==> config.mk <==
export PLATFORM = sky130hd
export DESIGN_NAME = pbdw_top
export DESIGN_NICKNAME = d
export VERILOG_FILES = /design/src/pkg/pbdw_pkg.sv /design/src/hw/pbdw_top.sv /design/src/hw/pbdw_region_decode.sv
export SDC_FILE = /design/constraint.sdc
export NUM_CORES = 1
export LEC_CHECK = 0
export BUFFER_PORTS_ARGS = -buffer_cell sky130_fd_sc_hd__clkbuf_2
export CORE_MARGIN = 3
export CORE_UTILIZATION = 30
export DETAILED_ROUTE_END_ITERATION = 12
export PLACE_DENSITY_LB_ADDON = 0.05
export REMOVE_ABC_BUFFERS = 1
export SETUP_SLACK_MARGIN = 0.2
export SLEW_MARGIN = 20
export SYNTH_ARGS = -nofsm -noshare
export SYNTH_HDL_FRONTEND = slang
export SYNTH_HIERARCHICAL = 1
export SYNTH_SLANG_ARGS = --single-unit
==> constraint.sdc <==
create_clock -name core_clk_in -period 3.2 [get_ports core_clk_in]
set_input_delay 0.64 -clock core_clk_in [delete_from_list [all_inputs] [get_ports core_clk_in]]
set_output_delay 0.64 -clock core_clk_in [all_outputs]
set_load 0.05 [all_outputs]
==> src/pkg/pbdw_pkg.sv <==
`default_nettype none
package pbdw_pkg;
	localparam int ADDR_W = 32;
	localparam int DATA_W = 32;
	localparam int CNT_W  = 4;
	localparam int UNIT_W = 4;

	typedef logic [ADDR_W-1:0] pbdw_addr_t;
	typedef logic [CNT_W-1:0]  pbdw_cnt_t;

	typedef enum logic [3:0] {
		RG_NONE, RG_CORE, RG_SYSCTL, RG_IO, RG_DATAOP,
		RG_SERIAL, RG_MISC, RG_PWM, RG_LPT, RG_FLASH
	} pbdw_region_t;

	// clock ratio rows for pwm timer accesses
	typedef enum logic [2:0] {
		PR_CORE_GT_D_EQ_B, PR_CORE_GT_D_GT_B, PR_ALL_EQ,
		PR_D_EQ_CORE_GT_B, PR_D_GT_CORE_EQ_B, PR_D_GT_CORE_GT_B
	} pbdw_ratio_t;

	////////////////////////////////////////////////////////////////////
	// region bounds, inclusive
	localparam pbdw_addr_t CORE_LO  = 32'h4000_2000;
	localparam pbdw_addr_t CORE_HI  = 32'h4001_BFFF;
	localparam pbdw_addr_t SYS_LO   = 32'h4001_E000;
	localparam pbdw_addr_t SYS_HI   = 32'h4001_E6FF;
	localparam pbdw_addr_t IO_LO    = 32'h4004_0000;
	localparam pbdw_addr_t IO_HI    = 32'h4004_7FFF;
	localparam pbdw_addr_t DOP_LO   = 32'h4005_4100;
	localparam pbdw_addr_t DOP_HI   = 32'h4005_EFFF;
	localparam pbdw_addr_t SCI_LO   = 32'h4007_0000;
	localparam pbdw_addr_t SCI_HI   = 32'h4007_0EFF;
	localparam pbdw_addr_t SPI_LO   = 32'h4007_2000;
	localparam pbdw_addr_t SPI_HI   = 32'h4007_20FF;
	localparam pbdw_addr_t CRC_LO   = 32'h4007_4000;
	localparam pbdw_addr_t CRC_HI   = 32'h4007_4FFF;
	localparam pbdw_addr_t PWM_LO   = 32'h4007_8000;
	localparam pbdw_addr_t PWM_HI   = 32'h4007_BFFF;
	localparam pbdw_addr_t KINT_LO  = 32'h4008_0000;
	localparam pbdw_addr_t KINT_HI  = 32'h4008_2FFF;
	localparam pbdw_addr_t I3C_LO   = 32'h4008_3000;
	localparam pbdw_addr_t I3C_HI   = 32'h4008_33D0;
	localparam pbdw_addr_t LPT_LO   = 32'h4008_4000;
	localparam pbdw_addr_t LPT_HI   = 32'h4008_4FFF;
	localparam pbdw_addr_t FLASH_LO = 32'h407E_C000;
	localparam pbdw_addr_t FLASH_HI = 32'h407E_FFFF;

	////////////////////////////////////////////////////////////////////
	// unit bases and strides inside regions
	localparam pbdw_addr_t PORT_BASE = 32'h4004_0000;
	localparam pbdw_addr_t PORT_TOP  = 32'h4004_013F;
	localparam int         PORT_SH   = 5;
	localparam pbdw_addr_t PWM_BASE  = 32'h4007_8400;
	localparam pbdw_addr_t PWM_TOP   = 32'h4007_89FF;
	localparam int         PWM_SH    = 8;
	localparam pbdw_addr_t LPT_BASE  = 32'h4008_4000;
	localparam pbdw_addr_t LPT_TOP   = 32'h4008_41FF;
	localparam int         LPT_SH    = 8;

	////////////////////////////////////////////////////////////////////
	// access cycle counts
	localparam pbdw_cnt_t CNT_SYSCTL = 4'h4;
	localparam pbdw_cnt_t CNT_CORE   = 4'h3;
	localparam pbdw_cnt_t CNT_PB_EQ  = 4'h3;
	localparam pbdw_cnt_t CNT_SER_EQ = 4'h5;
	localparam pbdw_cnt_t CNT_PB_MIN = 4'h2;
	localparam pbdw_cnt_t CNT_FLASH  = 4'h7;
	localparam pbdw_cnt_t CNT_ERR    = 4'h1;
	localparam int        PWM_ROWS   = 6;
	// lower bound of each range; the tick wait supplies the rest
	localparam pbdw_cnt_t PWM_RD [PWM_ROWS] =
		'{4'h5, 4'h3, 4'h6, 4'h2, 4'h4, 4'h2};
	localparam pbdw_cnt_t PWM_WR [PWM_ROWS] =
		'{4'h3, 4'h2, 4'h4, 4'h1, 4'h3, 4'h1};
endpackage
`default_nettype wire

==> src/hw/pbdw_top.sv <==
// What this block does
// system control region takes four core cycles
// core-side control region takes three core cycles
// io region: three, else two-three, unit B
// data-op and converter region, same counts
// flash control region always seven cycles
// masters avoid reserved addresses, result undefined; holes here get ack with err next cycle
// equal clocks give constant synchronisation cycles
// faster core adds one unit-B cycle minimum
// counts hold only without contention; contention stretches
// six pwm timers, bases 0x100 apart
// port blocks spaced 0x20 from port base
// two low-power timers, 0x100 apart
// unit base is its lowest decoded address
// pwm all-equal clocks: read six, write four
// fractional counts: floor minimum, ceiling maximum
// stall master until count elapses, then answer
`default_nettype none
module pbdw_top (
	input  wire logic                  core_clk_in,
	input  wire logic                  rst_n_in,
	input  wire logic                  req_in,
	input  wire logic [31:0]           addr_in,
	input  wire logic                  write_in,
	input  wire logic [31:0]           wdata_in,
	input  wire logic                  clocks_equal_in,
	input  wire pbdw_pkg::pbdw_ratio_t pwm_ratio_in,
	input  wire logic                  peripheral_clock_b_tick_in,
	input  wire logic                  contention_in,
	input  wire logic [31:0]           periph_rdata_in,
	output logic                       wait_out,
	output logic                       ack_out,
	output logic                       err_out,
	output logic [31:0]                rdata_out,
	output logic                       psel_out,
	output pbdw_pkg::pbdw_region_t     region_out,
	output logic [3:0]                 unit_out,
	output logic [31:0]                paddr_out,
	output logic                       pwrite_out,
	output logic [31:0]                pwdata_out
);
	import pbdw_pkg::*;

	typedef enum logic {ST_IDLE, ST_BUSY} pbdw_state_t;

	typedef struct packed {
		pbdw_state_t          st;
		pbdw_cnt_t            cnt;
		logic                 pclk_unit;
		pbdw_region_t         region;
		logic [UNIT_W-1:0]    unit;
		logic [ADDR_W-1:0]    addr;
		logic                 write;
		logic [DATA_W-1:0]    wdata;
		logic [DATA_W-1:0]    rdata;
		logic                 busy;
		logic                 ack;
		logic                 err;
	} pbdw_core_t;

	localparam pbdw_core_t CORE_RST = '0;

	////////////////////////////////////////////////////////////////////
	// reset release
	logic rst_meta;
	logic rst_sync;

	always_ff @(posedge core_clk_in or negedge rst_n_in) begin
		if (!rst_n_in) begin
			rst_meta <= 1'b0;
			rst_sync <= 1'b0;
		end else begin
			rst_meta <= 1'b1;
			rst_sync <= rst_meta;
		end
	end

	////////////////////////////////////////////////////////////////////
	// decode of the incoming request
	pbdw_region_t dec_region;
	logic [3:0]   dec_unit;
	pbdw_cnt_t    dec_count;
	logic         dec_pclk;

	pbdw_region_decode u_decode (
		.addr_in         (addr_in),
		.write_in        (write_in),
		.clocks_equal_in (clocks_equal_in),
		.ratio_in        (pwm_ratio_in),
		.region_out      (dec_region),
		.unit_out        (dec_unit),
		.count_out       (dec_count),
		.pclk_unit_out   (dec_pclk)
	);

	////////////////////////////////////////////////////////////////////
	// access sequencer
	pbdw_core_t r;
	pbdw_core_t nx;
	logic       acc;
	logic       step;

	assign acc = (r.st == ST_IDLE) && req_in;

	always_comb begin
		nx = r;
		nx.ack = 1'b0;
		nx.err = 1'b0;
		// unit-B regions advance only on a unit-B edge unless the
		// clocks match; waiting for the first edge is the sync cost
		step = !contention_in &&
			(!r.pclk_unit || clocks_equal_in || peripheral_clock_b_tick_in);
		case (r.st)
		ST_IDLE: begin
			if (req_in) begin
				nx.region = dec_region;
				nx.unit = dec_unit;
				nx.addr = addr_in;
				nx.write = write_in;
				nx.wdata = wdata_in;
				nx.pclk_unit = dec_pclk;
				if (dec_region == RG_NONE) begin
					// holes answer at once so a stray access cannot hang the bus
					nx.ack = 1'b1;
					nx.err = 1'b1;
					nx.rdata = '0;
				end else begin
					nx.st = ST_BUSY;
					nx.cnt = dec_count;
					nx.busy = 1'b1;
				end
			end
		end
		ST_BUSY: begin
			if (step) begin
				if (r.cnt == CNT_ERR) begin
					nx.st = ST_IDLE;
					nx.busy = 1'b0;
					nx.ack = 1'b1;
					if (!r.write)
						nx.rdata = periph_rdata_in;
				end else begin
					nx.cnt = r.cnt - CNT_ERR;
				end
			end
		end
		default: begin
			nx = CORE_RST;
		end
		endcase
	end

	always_ff @(posedge core_clk_in or negedge rst_sync) begin
		if (!rst_sync)
			r <= CORE_RST;
		else
			r <= nx;
	end

	assign wait_out = r.busy;
	assign psel_out = r.busy;
	assign ack_out = r.ack;
	assign err_out = r.err;
	assign rdata_out = r.rdata;
	assign region_out = r.region;
	assign unit_out = r.unit;
	assign paddr_out = r.addr;
	assign pwrite_out = r.write;
	assign pwdata_out = r.wdata;
endmodule
`default_nettype wire

==> src/hw/pbdw_region_decode.sv <==
`default_nettype none
module pbdw_region_decode (
	input  wire logic [31:0]          addr_in,
	input  wire logic                 write_in,
	input  wire logic                 clocks_equal_in,
	input  wire pbdw_pkg::pbdw_ratio_t ratio_in,
	output pbdw_pkg::pbdw_region_t    region_out,
	output logic [3:0]                unit_out,
	output pbdw_pkg::pbdw_cnt_t       count_out,
	output logic                      pclk_unit_out
);
	import pbdw_pkg::*;

	function automatic logic in_rng(input pbdw_addr_t a,
		input pbdw_addr_t lo, input pbdw_addr_t hi);
		return (a >= lo) && (a <= hi);
	endfunction

	// unit index counted up from the lowest address of a unit
	function automatic logic [UNIT_W-1:0] unit_of(input pbdw_addr_t a,
		input pbdw_addr_t base, input int sh);
		pbdw_addr_t off;
		off = a - base;
		return UNIT_W'(off >> sh);
	endfunction

	pbdw_ratio_t row;

	always_comb begin
		region_out = RG_NONE;
		if (in_rng(addr_in, CORE_LO, CORE_HI))
			region_out = RG_CORE;
		else if (in_rng(addr_in, SYS_LO, SYS_HI))
			region_out = RG_SYSCTL;
		else if (in_rng(addr_in, IO_LO, IO_HI))
			region_out = RG_IO;
		else if (in_rng(addr_in, DOP_LO, DOP_HI))
			region_out = RG_DATAOP;
		else if (in_rng(addr_in, SCI_LO, SCI_HI) ||
			in_rng(addr_in, SPI_LO, SPI_HI))
			region_out = RG_SERIAL;
		else if (in_rng(addr_in, CRC_LO, CRC_HI) ||
			in_rng(addr_in, KINT_LO, KINT_HI) ||
			in_rng(addr_in, I3C_LO, I3C_HI))
			region_out = RG_MISC;
		else if (in_rng(addr_in, PWM_LO, PWM_HI))
			region_out = RG_PWM;
		else if (in_rng(addr_in, LPT_LO, LPT_HI))
			region_out = RG_LPT;
		else if (in_rng(addr_in, FLASH_LO, FLASH_HI))
			region_out = RG_FLASH;
	end

	always_comb begin
		unit_out = '0;
		if (in_rng(addr_in, PORT_BASE, PORT_TOP))
			unit_out = unit_of(addr_in, PORT_BASE, PORT_SH);
		else if (in_rng(addr_in, PWM_BASE, PWM_TOP))
			unit_out = unit_of(addr_in, PWM_BASE, PWM_SH);
		else if (in_rng(addr_in, LPT_BASE, LPT_TOP))
			unit_out = unit_of(addr_in, LPT_BASE, LPT_SH);
	end

	always_comb begin
		// undefined ratio codes fall back to the all-equal row
		row = (int'(ratio_in) < PWM_ROWS) ? ratio_in : PR_ALL_EQ;
		pclk_unit_out = 1'b1;
		case (region_out)
		RG_CORE: begin
			count_out = CNT_CORE;
			pclk_unit_out = 1'b0;
		end
		RG_SYSCTL: begin
			count_out = CNT_SYSCTL;
			pclk_unit_out = 1'b0;
		end
		RG_FLASH: begin
			count_out = CNT_FLASH;
			pclk_unit_out = 1'b0;
		end
		RG_SERIAL:
			count_out = clocks_equal_in ? CNT_SER_EQ : CNT_PB_MIN;
		RG_IO, RG_DATAOP, RG_MISC, RG_LPT:
			count_out = clocks_equal_in ? CNT_PB_EQ : CNT_PB_MIN;
		RG_PWM:
			count_out = write_in ? PWM_WR[row] : PWM_RD[row];
		default: begin
			count_out = CNT_ERR;
			pclk_unit_out = 1'b0;
		end
		endcase
	end
endmodule
`default_nettype wire

# --- Word-level counts from Yosys, hierarchy flattened ---
# Memories as Yosys holds them, arrays and structs flattened.
# Index checks and enable logic that the tools add are counted.
# W data, S select, Z words.
classes:
  add_sub_neg: 4
  n_lt_le_gt_ge: 30
  n_eq_ne: 17
  mux: 36
  bitwise: 2
  n_reduce_logical: 30
op_table:
  columns: ["operator", "n"]
  rows:
  - ["$le A32 B31 Y1 const B", 15]
  - ["$ge A32 B31 Y1 const B", 13]
  - ["$mux W114", 1]
  - ["$mux W4", 18]
  - ["$mux W34", 2]
  - ["$pmux W34 S2", 1]
  - ["$mux W32", 2]
  - ["$pmux W4 S6", 1]
  - ["$eq A4 B3 Y1 const B", 4]
  - ["$logic_and A1 B1 Y1", 16]
  - ["$sub A12 B1 Y12 const B", 1]
  - ["$sub A12 B11 Y12 const B", 1]
  - ["$mux W5", 2]
  - ["$pmux W5 S2", 1]
  - ["$sub A9 B1 Y9 const B", 1]
  - ["$eq A4 B1 Y1 const B", 2]
  - ["$eq A4 B2 Y1 const B", 2]
  - ["$eq A4 B4 Y1 const B", 2]
  - ["$ne A2 B2 Y1 const B", 4]
  - ["$reduce_and A4 Y1", 2]
  - ["$mux W3", 2]
  - ["$ne A2 B1 Y1 const B", 3]
  - ["$reduce_or A6 Y1", 1]
  - ["$logic_or A1 B1 Y1", 5]
  - ["12 further kinds", 17]
totals:
  reg_bits: 116
  romBits: 64
  in_bits: 106
  out_inout_bits: 109
  wordCells: 135
  n_memories: 2
memory_table:
  columns: ["name", "words", "word_bits", "rd", "rd_clocked_by_memory_dff", "write_ports", "line", "text"]
  rows:
  - ["(no name shown)", 8, 4, 1, 0, 0, "pbdw_region_decode.sv:86", "count_out = write_in ? PWM_WR[row] : PWM_RD[row];"]
  - ["(no name shown)", 8, 4, 1, 0, 0, "pbdw_region_decode.sv:86", null]

# --- Depth between registers and ports, before layout ---
logic_depth:
  depth_word: 17
  ltp_mapped: 13
  ltp_nobuf: 12

# --- By module ---
# The synthesis kept the hierarchy.
modules_own_cells:
  columns: ["mod", "n_inst", "cells_per_inst", "area_per_inst_um2", "seq_area_each_um2"]
  rows:
  - ["pbdw_top", 1, 610, 5333.9, 2902.8]
  - ["pbdw_region_decode", 1, 172, 1134.8, 0.0]

# --- Worst setup path before layout ---
# No wires, ideal clock.
synth_timing:
  path_kind: "input port to flip-flop"
  startpoint: "input addr_in[10]"
  endpoint: "register r, in the netlist rdata_out[23]"
  setup_time_ps: 127
  arrival_ps: 3328
  t_required_ps: 3073
  path_slack_ps: -256
  path_stages: 12
  n_path_buf: 1
  path_cell_list: "inv_1 ha_1 o21ai_0 a41o_1 a311o_1 a211oi_2 o311ai_4 nor4_1 nand2_1 clkbuf_1 nand2_1 o21ai_0"
synth_between:
  elab_chain_len: 14
  word_cells_on_any_way: 51
  cone_classes: "24 x order compare; 1 x eq/ne; 9 x mux; 17 x reduce/logical"
synth_rtl:
  columns: ["element", "line", "text"]
  rows:
  - ["from (decl)", "pbdw_top.sv:23", "input wire logic [31:0] addr_in,"]
  - ["$ge A32 B31 Y1 / $le A32 B31 Y1 (equally long branches)", "pbdw_region_decode.sv:16", "return (a >= lo) && (a <= hi);"]
  - ["$logic_and A1 B1 Y1", "pbdw_region_decode.sv:16", null]
  - ["$mux W4", "pbdw_region_decode.sv:50", "else if (in_rng(addr_in, FLASH_LO, FLASH_HI))"]
  - ["$mux W4", "pbdw_region_decode.sv:48", "else if (in_rng(addr_in, LPT_LO, LPT_HI))"]
  - ["$mux W4", "pbdw_region_decode.sv:46", "else if (in_rng(addr_in, PWM_LO, PWM_HI))"]
  - ["$mux W4", "pbdw_region_decode.sv:42", "else if (in_rng(addr_in, CRC_LO, CRC_HI) ||"]
  - ["$mux W4", "pbdw_region_decode.sv:39", "else if (in_rng(addr_in, SCI_LO, SCI_HI) ||"]
  - ["$mux W4", "pbdw_region_decode.sv:37", "else if (in_rng(addr_in, DOP_LO, DOP_HI))"]
  - ["$mux W4", "pbdw_region_decode.sv:35", "else if (in_rng(addr_in, IO_LO, IO_HI))"]
  - ["$mux W4", "pbdw_region_decode.sv:33", "else if (in_rng(addr_in, SYS_LO, SYS_HI))"]
  - ["$mux W4 (*)", "pbdw_region_decode.sv:31", "if (in_rng(addr_in, CORE_LO, CORE_HI))"]
  - ["named net dec_region[0]", "pbdw_top.sv:80", "pbdw_region_t dec_region;"]
  - ["$logic_not A4 Y1 (*)", "pbdw_top.sv:122", "if (dec_region == RG_NONE) begin"]
  - ["$ne A2 B1 Y1 (no source line) (*)", null, null]
  - ["$reduce_and A5 Y1 (no source line) (*)", null, null]
  - ["to (signal assigned)", "pbdw_top.sv:157", "r <= nx;"]
  - ["to (decl)", "pbdw_top.sv:98", "pbdw_core_t r;"]
# Mark *: on every way through the listed nets, which the timed path passes. The rest lies on a longest branch.
# A chain may end at the register's enable or synchronous reset.

# --- Worst setup path after layout ---
layout_timing:
  startpoint: "input addr_in[15]"
  endpoint: "register r, in the netlist rdata_out[15]"
layout_between:
  word_cells_on_any_way: 51
  cone_classes: "24 x order compare; 1 x eq/ne; 9 x mux; 17 x reduce/logical"
layout_rtl:
  columns: ["element", "line"]
  rows:
  - ["$ge A32 B31 Y1 / $le A32 B31 Y1 (equally long branches)", "pbdw_region_decode.sv:16"]
  - ["$logic_and A1 B1 Y1", "pbdw_region_decode.sv:16"]
  - ["$mux W4 / $logic_or A1 B1 Y1 (equally long branches)", "pbdw_region_decode.sv:48, pbdw_region_decode.sv:42"]
  - ["$mux W4 / $logic_or A1 B1 Y1 (equally long branches)", "pbdw_region_decode.sv:46, pbdw_region_decode.sv:43"]
  - ["$mux W4", "pbdw_region_decode.sv:42"]
  - ["$mux W4", "pbdw_region_decode.sv:39"]
  - ["$mux W4", "pbdw_region_decode.sv:37"]
  - ["$mux W4", "pbdw_region_decode.sv:35"]
  - ["$mux W4", "pbdw_region_decode.sv:33"]
  - ["$mux W4 (*)", "pbdw_region_decode.sv:31"]
  - ["named net dec_region[1]", "pbdw_top.sv:80"]
  - ["$logic_not A4 Y1 (*)", "pbdw_top.sv:122"]
  - ["$ne A2 B1 Y1 (no source line) (*)", null]
  - ["$reduce_and A5 Y1 (no source line) (*)", null]
# Marked as above.

==> flow_summary_export.csv <==
group,metric,value,unit
synth,synth_top_family_by_area,"simple AND/OR/NAND/NOR gates",
floorplanning,die_x,153,um
final_layout,fillCellCount,2216,
synth,synth_most_common_cell,"nand2_1",
route,drtAntennaViolNets,0,
floorplanning,initial_core_util,30.7,%
final_layout,syn_to_final_growth,24.9,%
route,vias,5436,
synth,synth_edf_count,0,
placement,place_worst_setup_slack,-139,ps
synth,synth_compound_gate_area_share,9.67,%
setup_path,r2r_cells,6,
synth,ys.flop_type,"dfrtp_1",
synth,synth-xor-area-share,0.135,%
route,avgRoutedWirePerCell,15.4,um
cts,cts_buffers,17,
route,via_per_inst,4.48,
synth,syn-mean-instance-area,8.27,sq um
synth,synth-simple-area-share,27.6,%
final_layout,antenna_cells,0,
synth,synth_common_cells,"nand2_1 (315), dfrtp_1 (116), buf_4 (109)",
final_layout,fin_area,8080,sq um
cts,clock_latency,410,ps
setup_path,end_kind,"register",
timing,fin_skew,10.9,ps
timing,holdWs,361,ps
floorplanning,io_pins,215,
timing,fin_crit,2820,ps
cts,cts_max_level,4,
synth,yosysWarnings,6,
route,drc,0,
grt,grt_antenna_before_repair,0,
synth,async_flop_share,100,%
min_path,min_delay_path_depth,0,
grt,grt_max_degree,66,
status,outcome,"finished clean",
setup_path,cp.required,3520,ps
placement,dp_cells,1175,
floorplanning,die_h,153,um
setup_path,cp.arrival,3140,ps
route,first_iter_violations,278,
setup_path,criticalPathCategory,"in -> reg",
synth,synth.distinct_cells,63,
grt,grt_pass1_wl,29.6,mm
flow_run,max-cap-violations,0,
cts,cts_tree,"built",
synth,synth_top_area_share,44.9,%
cts,clockBufferDepth,2,
timing,post-route-period-util,88.2,%
power_and_ir_drop,p_leak,4.27,nW
grt,grt_use_total,15.6,%
timing,setup_viol,0,
timing,fmax,354,MHz
synth,synth_cells,782,
final_layout,stdcell_count,1213,
synth,yosysTopAreaCell,"dfrtp_1",
grt,grt_pass1_vias,5590,
setup_path,path_max_fanout,8,
floorplanning,core.rowCount,53,
placement,place_area,7330,sq um
cts,cts.sink_count,116,
grt,globalRouteOverflowTotal,0,
timing,fin_setup_tns,0,ps
floorplanning,dieArea,23400,sq um
timing,fin_ws,378,ps
timing,tightestPinTransition,719,ps
timing,slew_violations,0,
setup_path,critPathLaunchType,"primary input",
cts,clkTransAtPathRegs,60,ps
placement,place_hpwl,13.5,mm
min_path,hold_class,"reg -> reg",
synth,ys_seq_elements,116,
floorplanning,core_area,21100,sq um
final_layout,num-nets-final,1040,
power_and_ir_drop,powerDensity,538,nW/um^2
timing,hold_violations,0,
placement,port_buffers,214,
timing,slew_headroom,52.0,%
route,detail_route.first_pass.iterations,5,
power_and_ir_drop,vdd_drop_max,0.000302,V
synth,ys_seq_area_share,44.9,%
synth,synthAdderAreaFrac,1.74,%
placement,gp_congestion,0.879,
synth,synthMuxAreaShare,0.309,%
synth,ys_top_cells_by_area,"dfrtp_1 (45%), nand2_1 (18%), buf_4 (13%), o21ai_0 (3.1%), ha_1 (1.7%)",
final_layout,drive_gt1_share,33.7,%
synth,netlist_area,6470,sq um
route,finalWirelength,18.7,mm
timing,rsz0062_at_grt,"no",
cts,cts_root_buf,"clkbuf_16",
-- what timing repair did --
| item | 4_1_cts | 5_1_grt |
|---|---|---|
| gates resized for setup | 0 | 6 |
| endpoints found under the hold margin | 2 | 0 |
| buffers inserted | 0 | 1 |
| endpoints found under the setup margin | 0 | 36 |
| hold buffers | 1 | 0 |
-- critical path: stages --
cell and delay [ps]:
clkbuf_2 80, or4b_1 560, a2111oi_1 450, a31oi_1 90, a2bb2oi_1 160, buf_4 150
and3_1 150, inv_1 90, nor4_2 50, buf_4 170, nand2_4 130, clkbuf_16 180
nand2_1 50, o21ai_0 170
-- metrics by stage --
step	power, W	util (%)
2_1_floorplan	0.00207	-
3_3_place_gp	0.00235	34.8
3_5_place_dp	0.00236	34.8
4_1_cts	0.00441	37.8
5_1_grt	0.00456	38.3
6_report	0.00434	38.3
-- worst paths after layout --
kind / slack [ps] / start / endpoint
setup / recovery: 380 / addr_in[15] / rdata_out[15]$_DFFE_PN0P_
max in group asynchronous: 1990 / rst_sync$_DFF_PN0_ / pwdata_out[5]$_DFFE_PN0P_
hold / removal: 360 / rst_meta$_DFF_PN0_ / rst_sync$_DFF_PN0_
min in group asynchronous: 370 / rst_sync$_DFF_PN0_ / rdata_out[7]$_DFFE_PN0P_
setup reg to reg: 1030 / r[110]$_DFFE_PN0P_ / rdata_out[15]$_DFFE_PN0P_
hold reg to reg: 360 / rst_meta$_DFF_PN0_ / rst_sync$_DFF_PN0_
-- state kept, by name, indices dropped and copies added (netlist names) --
register / count
paddr_out: 32
pwdata_out: 32
rdata_out: 32
r: 6
region_out: 4
unit_out: 4
ack_out: 1
err_out: 1
psel_out: 1
pwrite_out: 1
rst_meta: 1
rst_sync: 1
-- kinds of logic after synthesis --
logic type | count (synthesis)
AND/OR/NAND/NOR | 406
adder cells (fa/ha/maj) | 9
AO/OA/AOI/OAI | 91
XOR/XNOR | 1
multiplexers | 2
other | 2
flip-flops | 116
buffers and inverters | 155
-- metal layers --
layer | global-route usage (%) | part of all wire [%]
met5 | 0 | 0
met4 | 4.58 | 1.2
met3 | 5.32 | 6.1
met2 | 25.5 | 48
met1 | 19.8 | 45
-- where the power goes --
| group | switching (W) | internal [W] | leakage [nW] | total, W |
|---|---|---|---|---|
| Combinational | 0.000521 | 0.000204 | 2.49 | 0.000726 |
| Clock | 0.000746 | 0.00126 | 0.296 | 0.00201 |
| Sequential | 0.0000603 | 0.00155 | 1.48 | 0.00161 |
-- final cells by class --
cell class	instances	area [sq um]	share of cell area (%)
Sequential cell	116	2910	36.0
Multi-Input combinational cell	511	2590	32.1
Timing Repair Buffer	265	1560	19.3
Clock buffer	19	443	5.48
Tap cell	275	344	4.26
Clock inverter	13	174	2.15
Inverter	14	52.6	0.651
-- placed cells by master, fill, tap and decap left out, types with 3 or more instances in the layout --
cell type  count
a21oi_1        5
nand4_1        7
nand3_1       13
inv_6          3
o31ai_1        4
dfrtp_1      115
clkbuf_16     20
a31oi_1        5
clkinv_4       3
and3_1         3
nor4_1         3
clkbuf_2     214
o21ai_0       40
nor2b_1        7
ha_1           9
inv_1         14
or3_1          5
buf_12         4
bufinv_16      3
buf_4         42
nor2_1        15
or2_2          3
nand2_1      314
nor3_1        12
nand2b_1       3
o211ai_1       5
Note: power is estimated with default switching activity, not from simulation.
